--- config.mk ---
export PLATFORM = sky130hd
export DESIGN_NAME = wpd_decoder
export DESIGN_NICKNAME = d
export VERILOG_FILES = /design/src/design/wpd_pkg.sv /design/src/design/wpd_pattern_mem.sv /design/src/design/wpd_decoder.sv
export SDC_FILE = /design/constraint.sdc
export NUM_CORES = 2
export LEC_CHECK = 0
export BUFFER_PORTS_ARGS = -buffer_cell sky130_fd_sc_hd__buf_2
export CAP_MARGIN = 0
export CORE_MARGIN = 5
export CORE_UTILIZATION = 55
export DETAILED_ROUTE_END_ITERATION = 8
export PLACE_DENSITY = 0.71
export SYNTH_ARGS = -nofsm -noshare
export SYNTH_HDL_FRONTEND = slang
export SYNTH_SLANG_ARGS = --single-unit
--- constraint.sdc ---
create_clock -name mclk -period 3.2 [get_ports mclk]
set_input_delay 0.16 -clock mclk [delete_from_list [all_inputs] [get_ports mclk]]
set_output_delay 0.16 -clock mclk [all_outputs]
set_load 0.01 [all_outputs]
--- src/design/wpd_pkg.sv ---
// shared constants and carrier types for the wake pattern list decoder
package wpd_pkg;
  // pattern list memory geometry
  localparam int         WPD_AW        = 8;
  localparam int         WPD_DEPTH     = 256;
  // entry layout: skip count in the upper nibble, include count in the lower
  localparam int         WPD_SKIP_LSB  = 4;
  localparam int         WPD_INC_LSB   = 0;
  localparam logic [3:0] WPD_NIB_ESC   = 4'hF;
  localparam logic [7:0] WPD_TERM      = 8'h00;
  // reference crc is four bytes, least significant first
  localparam logic [1:0] WPD_CRC_LAST  = 2'h3;
  localparam logic [31:0] WPD_CRC_INIT = 32'hFFFFFFFF;
  localparam logic [31:0] WPD_CRC_POLY = 32'hEDB88320;

  typedef enum logic [2:0] {
    WPD_ST_IDLE = 3'b000,
    WPD_ST_RD   = 3'b001,
    WPD_ST_EVAL = 3'b010,
    WPD_ST_RUN  = 3'b011,
    WPD_ST_CMP  = 3'b100,
    WPD_ST_DONE = 3'b101
  } wpd_state_t;

  typedef enum logic [1:0] {
    WPD_SG_ENTRY = 2'b00,
    WPD_SG_XSKIP = 2'b01,
    WPD_SG_XINC  = 2'b10,
    WPD_SG_CRC   = 2'b11
  } wpd_stage_t;

  // receive byte stream from the mac, same clock
  typedef struct packed {
    logic       valid;
    logic       sof;
    logic       eof;
    logic [7:0] data;
  } wpd_rx_t;

  // host load port into the pattern list memory
  typedef struct packed {
    logic       we;
    logic [7:0] addr;
    logic [7:0] data;
  } wpd_load_t;
endpackage

--- src/design/wpd_pattern_mem.sv ---
// byte-wide pattern list memory with registered read data
`timescale 1ns/100ps
`default_nettype none
module wpd_pattern_mem
  import wpd_pkg::*;
(
  input  wire logic              mclk,
  input  wire logic              we,
  input  wire logic [WPD_AW-1:0] waddr,
  input  wire logic [7:0]        wdata,
  input  wire logic              re,
  input  wire logic [WPD_AW-1:0] raddr,
  output logic      [7:0]        rdata_r
);
  logic [7:0] mem_r [WPD_DEPTH];

  // no reset on the array; contents are whatever the host loaded
  always_ff @(posedge mclk)
  begin
    if (we)
    begin
      mem_r[waddr] <= wdata;
    end
    if (re)
    begin
      rdata_r <= mem_r[raddr];
    end
  end
endmodule
`default_nettype wire

--- src/design/wpd_decoder.sv ---
// wake pattern list decoder: walks a pattern list against a received frame
`timescale 1ns/100ps
`default_nettype none
// Overview of operation
// - low nibble of an entry is the include count, plain values zero to 0xe
// - high nibble of an entry is the skip count, plain values zero to 0xe
// - a nibble of 0xf is an escape; its value comes from elsewhere
// - one escaped nibble takes its 8-bit value from the next entry
// - both escaped: next entry is skip, the one after is include
// - an entry of zero ends the pattern list
// - four reference crc bytes follow the terminator; next entry follows them
// - skip skip-count received bytes before selecting any
// - then feed include-count received bytes into the crc
// - ieee 802.3 crc over selected bytes; equal to reference raises wake
module wpd_decoder
  import wpd_pkg::*;
(
  input  wire logic              mclk,
  input  wire logic              rst,
  input  wire wpd_pkg::wpd_load_t load,
  input  wire logic [7:0]        list_base,
  input  wire wpd_pkg::wpd_rx_t  rx,
  output logic                   wake_event_r,
  output logic                   busy_r,
  output logic [7:0]             next_base_r
);
  import wpd_pkg::*;

  wpd_state_t  state_r, state_nxt;
  wpd_stage_t  stage_r, stage_nxt;
  logic [7:0]  rd_ptr_r, rd_ptr_nxt;
  logic [7:0]  skip_r, skip_nxt;
  logic [7:0]  inc_r, inc_nxt;
  logic        xinc_pend_r, xinc_pend_nxt;
  logic        ended_r, ended_nxt;
  logic [1:0]  idx_r, idx_nxt;
  logic [31:0] crc_r, crc_nxt;
  logic [31:0] ref_r, ref_nxt;
  logic        wake_nxt;
  logic        busy_nxt;
  logic [7:0]  next_base_nxt;
  logic        mem_re;
  logic [7:0]  rd_data;

  // escape test, shared by both nibbles
  function automatic logic is_esc(input logic [3:0] nib);
    return nib == WPD_NIB_ESC;
  endfunction

  // reflected crc-32 update, lsb of each byte first as on the wire
  function automatic logic [31:0] crc_byte(input logic [31:0] c, input logic [7:0] d);
    logic [31:0] r;
    r = c;
    for (int i = 0; i < 8; i++)
    begin
      r = (r[0] ^ d[i]) ? ((r >> 1) ^ WPD_CRC_POLY) : (r >> 1);
    end
    return r;
  endfunction

  wpd_pattern_mem u_mem (
    .mclk    (mclk),
    .we      (load.we),
    .waddr   (load.addr),
    .wdata   (load.data),
    .re      (mem_re),
    .raddr   (rd_ptr_r),
    .rdata_r (rd_data)
  );

  // next-state logic for the list walker
  always_comb
  begin
    state_nxt     = state_r;
    stage_nxt     = stage_r;
    rd_ptr_nxt    = rd_ptr_r;
    skip_nxt      = skip_r;
    inc_nxt       = inc_r;
    xinc_pend_nxt = xinc_pend_r;
    ended_nxt     = ended_r;
    idx_nxt       = idx_r;
    crc_nxt       = crc_r;
    ref_nxt       = ref_r;
    next_base_nxt = next_base_r;
    wake_nxt      = 1'b0;
    mem_re        = 1'b0;
    if (rx.sof)
    begin
      // a new frame restarts the walk, even mid-list
      state_nxt  = WPD_ST_RD;
      stage_nxt  = WPD_SG_ENTRY;
      rd_ptr_nxt = list_base;
      crc_nxt    = WPD_CRC_INIT;
      ended_nxt  = 1'b0;
    end
    else
    begin
      // frame end is remembered so trailing decode can still finish
      if (rx.eof && state_r != WPD_ST_IDLE)
      begin
        ended_nxt = 1'b1;
      end
      case (state_r)
        WPD_ST_IDLE: ;
        WPD_ST_RD:
        begin
          mem_re     = 1'b1;
          rd_ptr_nxt = rd_ptr_r + 8'h01;
          state_nxt  = WPD_ST_EVAL;
        end
        WPD_ST_EVAL:
        begin
          case (stage_r)
            WPD_SG_ENTRY:
            begin
              if (rd_data == WPD_TERM)
              begin
                stage_nxt = WPD_SG_CRC;
                idx_nxt   = 2'h0;
                state_nxt = WPD_ST_RD;
              end
              else
              begin
                skip_nxt      = {4'h0, rd_data[WPD_SKIP_LSB +: 4]};
                inc_nxt       = {4'h0, rd_data[WPD_INC_LSB +: 4]};
                xinc_pend_nxt = is_esc(rd_data[WPD_INC_LSB +: 4]);
                if (is_esc(rd_data[WPD_SKIP_LSB +: 4]))
                begin
                  stage_nxt = WPD_SG_XSKIP;
                  state_nxt = WPD_ST_RD;
                end
                else if (is_esc(rd_data[WPD_INC_LSB +: 4]))
                begin
                  stage_nxt = WPD_SG_XINC;
                  state_nxt = WPD_ST_RD;
                end
                else
                begin
                  state_nxt = WPD_ST_RUN;
                end
              end
            end
            WPD_SG_XSKIP:
            begin
              skip_nxt = rd_data;
              if (xinc_pend_r)
              begin
                stage_nxt = WPD_SG_XINC;
                state_nxt = WPD_ST_RD;
              end
              else
              begin
                state_nxt = WPD_ST_RUN;
              end
            end
            WPD_SG_XINC:
            begin
              inc_nxt   = rd_data;
              state_nxt = WPD_ST_RUN;
            end
            WPD_SG_CRC:
            begin
              ref_nxt[8*idx_r +: 8] = rd_data;
              if (idx_r == WPD_CRC_LAST)
              begin
                state_nxt = WPD_ST_CMP;
              end
              else
              begin
                idx_nxt   = idx_r + 2'h1;
                state_nxt = WPD_ST_RD;
              end
            end
            default: state_nxt = WPD_ST_IDLE;
          endcase
        end
        WPD_ST_RUN:
        begin
          if (skip_r == 8'h00 && inc_r == 8'h00)
          begin
            stage_nxt = WPD_SG_ENTRY;
            state_nxt = WPD_ST_RD;
          end
          else if (ended_r)
          begin
            // frame too short for the pattern: no wake
            state_nxt = WPD_ST_IDLE;
          end
          else if (rx.valid)
          begin
            if (skip_r != 8'h00)
            begin
              skip_nxt = skip_r - 8'h01;
            end
            else
            begin
              crc_nxt = crc_byte(crc_r, rx.data);
              inc_nxt = inc_r - 8'h01;
            end
          end
        end
        WPD_ST_CMP:
        begin
          wake_nxt      = (~crc_r == ref_r);
          next_base_nxt = rd_ptr_r;
          state_nxt     = WPD_ST_DONE;
        end
        WPD_ST_DONE:
        begin
          if (ended_r || rx.eof)
          begin
            state_nxt = WPD_ST_IDLE;
          end
        end
        default: state_nxt = WPD_ST_IDLE;
      endcase
    end
    busy_nxt = (state_nxt != WPD_ST_IDLE);
  end

  // state and output registers
  always_ff @(posedge mclk or posedge rst)
  begin
    if (rst)
    begin
      state_r      <= WPD_ST_IDLE;
      stage_r      <= WPD_SG_ENTRY;
      rd_ptr_r     <= 8'h00;
      skip_r       <= 8'h00;
      inc_r        <= 8'h00;
      xinc_pend_r  <= 1'b0;
      ended_r      <= 1'b0;
      idx_r        <= 2'h0;
      crc_r        <= WPD_CRC_INIT;
      ref_r        <= 32'h00000000;
      wake_event_r <= 1'b0;
      busy_r       <= 1'b0;
      next_base_r  <= 8'h00;
    end
    else
    begin
      state_r      <= state_nxt;
      stage_r      <= stage_nxt;
      rd_ptr_r     <= rd_ptr_nxt;
      skip_r       <= skip_nxt;
      inc_r        <= inc_nxt;
      xinc_pend_r  <= xinc_pend_nxt;
      ended_r      <= ended_nxt;
      idx_r        <= idx_nxt;
      crc_r        <= crc_nxt;
      ref_r        <= ref_nxt;
      wake_event_r <= wake_nxt;
      busy_r       <= busy_nxt;
      next_base_r  <= next_base_nxt;
    end
  end

  logic ev_entry;
  assign ev_entry = state_r == WPD_ST_EVAL && stage_r == WPD_SG_ENTRY && !rx.sof;
endmodule
`default_nettype wire

==> impl_results.md <==
* Mean Syn Cell Area at approximately 20 um2
* Fillers at about 10000
* Power density over cell area at a little under 700 nW/um2
* Status: complete, but fails checks
* Vias after detailed routing at between 40000 and 50000
* Netlist Area Pre-Place at between 80000 and 90000 um2
* FFs w/ async S/R, synth at between 4 and 5%
* GR Util met3 at 7.85%
* Layout cells sized above 1 at between 20 and 30%
* Inserted Clock Buffers at around 210
* Worst min-delay path class: in -> reg
* Failing checks: setup timing
* PnR worst setup slack at -0.0593 ns
* Core Util, Final at between 60% and 70%
* Final setup fails at 5
* Main synth FF type: edfxtp_1
* Clk sinks at roughly 2200
* Post-DP HPWL at between 100000 and 150000 um
* RSZ-0062 raised after global routing: yes
* Number of port buffers at 47
* Setup CP Type: reg -> reg
* Wire length per cell at approximately 32 um
* Starting density of the core at approximately 55%
* #FFs+latches synth at roughly 2200
* GRT Resource Usage Total at 28.1%
* Largest net degree at the start of global routing at between 100 and 150
* CORE AREA at about 160000 um2
* Post-synthesis cell type count at 75
* I/O pins at 48
* Fin. Hold Viols at 0
* Met2 Usage GRT at a little over two fifths
* Pins Over Slew Limit at 0
* Post-route DRC violation count at 0
* Area growth, synth to finish at 15.9%
* GR peak layer: met2
* CTS tree: yes
* Root Driver: clkbuf_16
* H-tree depth at 4
* Final Skew at roughly 0.034 ns
* Initial antenna violation count at 9
* Global route total overflow at 0
* WHS at 0.0312 ns
* R2R Setup Slk at -0.06 ns
* Die H at 406 um
* Die Area at roughly 160000 um2
* Peak VDD IR at ~0.62 mV
* Maxcap violations at 0
* # rows at 145
* Crit share post-route at 102%
* Layout net count at a little under 5000
* Yosys synthesis warning count at 0
* Vias in the first global route at approximately 46000
* Met1 Track Usage GR at approximately two fifths
* Crit start category: flip-flop
* Routability Congestion at between 0.8 and 0.9
* CP required at between 3 and 4 ns
* Register Area at about 64000 um2
* Worst-Margin Slew at roughly 1.4 ns
* Crit. End Element: flip-flop
* Slew headroom at 6.27%
* Initial DRC count at 6523
* Later-pin clock latency in the skew report at about 0.84 ns
* Mapped Nets at 4400
* Max Fclk at approximately 300 MHz
* Worst-path clk slew at roughly 0.060 ns
* Total power at just under 70 mW
* Leak at about 33 nW
* Design area at approximately 100000 um2
* Crit path max fanout at 11
* Multi-input gate area at roughly 20000 um2
* Syn Inst Count at 4348
* Final min period at roughly 3.3 ns
* Post-Route WL at between 200000 and 250000 um
* Global-route wire length before repair at roughly 330000 um
* Routed Antenna Nets at 0
* Via/cell ratio at 6.55
* Pre-antenna DRT Iters at 9
* Placed Area at approximately 90000 um2
* Post-synth EDFFs at slightly above 2000
* CTS max path bufs at 3
* Critical path arrival at 3.96 ns
* Die width at just over 400 um
* Register area share after synthesis at between 70% and 80%
-- report_power, final --
group / switching (mW) / leakage [nW] / internal (mW)
combinational: 6.60 / 9.49 / 5.60
clock: 10.4 / 3.24 / 13.5
sequential: 0.282 / 19.8 / 31.2
total: 17.3 / 32.5 / 50.3
-- cell usage after synthesis (all sizes together) (5+ instances only) --
cell	count	share of area [%]
edfxtp	2056	72
mux4	495	13
nor2	337	1.5
mux2i	178	2.1
nand2	172	0.75
buf	142	1.3
clkbuf	124	0.54
o21ai	109	0.63
a21oi	90	0.52
dfrtp	75	2.2
xnor2	64	0.66
xor2	47	0.49
a221oi	43	0.45
a22oi	40	0.35
nand3	38	0.22
a211o	35	0.36
dfstp	32	0.98
inv	20	0.087
o221ai	20	0.20
nand4	18	0.13
nor2b	18	0.13
a31oi	16	0.12
mux2	15	0.20
nor3	15	0.087
ha	14	0.20
o22ai	12	0.087
a211oi	11	0.096
o211ai	11	0.096
nor4	10	0.073
a22o	8	0.081
a311oi	7	0.071
a2111oi	6	0.068
a21o	5	0.044
or3	5	0.036
-- final cells by class --
cell class / count / share of cell area (%)
antenna: 5 / 0.0125
clock buffer: 256 / 5.61
clock inverter: 128 / 1.03
inverter: 20 / 0.0802
multi-input combinational: 1899 / 20.5
sequential: 2163 / 64.6
tap: 2058 / 2.58
timing repair buffer: 579 / 5.63
-- flip-flops by register name, summed over array words and instances (netlist names), 2 cells and up --
| name | flops |
|---|---|
| stage_r | 2 |
| ref_r | 32 |
| next_base_r | 8 |
| state_r | 3 |
| idx_r | 2 |
| u_mem.rdata_r | 8 |
| rd_ptr_r | 8 |
| crc_r | 32 |
| inc_r | 8 |
| u_mem.mem_r | 2048 |
| skip_r | 8 |
-- final timing paths --
path	cells after the start	from	to
worst min-delay path	1	load[7]	u_mem.mem_r[138][7]
min in group asynchronous	4	rst	skip_r[4]
worst max register to register	12	rd_ptr_r[0]	u_mem.rdata_r[6]
worst max-delay path	12	rd_ptr_r[0]	u_mem.rdata_r[6]
max in group asynchronous	5	rst	crc_r[19]
worst min register to register	2	ref_r[5]	ref_r[5]
-- cells by family after synthesis --
kind of cell | synth area share [%]
adders and majority gates | 0.203
and+or+nand+nor | 3.12
buffers and inverters | 1.90
AOI/OAI and AO/OA | 3.54
DFF | 74.9
muxes | 15.2
xor gates and xnor gates | 1.15
-- critical path, cell delays in order, from the launching register on --
cell and delay [ns]:
dfrtp_4 0.57, buf_12 0.18, buf_12 0.13, buf_12 0.12
buf_16 0.15, buf_4 0.18, mux2i_1 0.18, a221oi_1 0.52
a21oi_1 0.09, o21ai_0 0.34, a22oi_1 0.15, a21oi_1 0.31
a32o_1 0.17
-- layout by cell type, fill, tap and decap left out, drive strengths merged, types with 5 or more instances in the layout --
master       instances
ha                  14
nand2              172
mux2i              178
bufinv              13
clkinv             101
o221ai              20
o21ai              109
nand4               18
xnor2               64
diode                5
a31oi               16
edfxtp            2056
buf                533
a21oi               90
nor2b               18
o211ai              11
mux2                15
nor4                10
nor2               337
inv                 27
dlygate4sd3         30
mux4               495
bufbuf               6
a311oi               7
dfstp               32
dfrtp               75
clkinvlp             7
a21o                 5
a2111oi              6
a22oi               40
or3                  5
nand3               38
a22o                 8
a211oi              11
o22ai               12
clkbuf             266
a221oi              43
xor2                47
a211o               35
nor3                15
-- through the flow --
stage          setup TNS, ns  instances  worst slack (ns)
3_3_place_gp           -1.29       6658            -0.380
4_1_cts              -0.0267       7098           -0.0143
3_5_place_dp           -1.24       6658            -0.403
5_1_grt               -0.357       7106           -0.0843
6_report              -0.211       7108           -0.0593
2_1_floorplan              0       4348             0.276
-- repair_timing --
item                       4_1_cts  5_1_grt
setup endpoints to repair        8        8
hold buffers                    30        0
gates resized for setup         86       33
setup buffers                   17        4
pin swaps                       17        8
cloned                          10        2
hold endpoints to repair       414        0
-- metal layers --
layer	wire length, um	part of all wire [%]
met1	85000	37
met2	106000	46
met3	28100	12
met4	9930	4.3
met5	53	0.023
No activity file was read; power rests on OpenSTA's default activity.
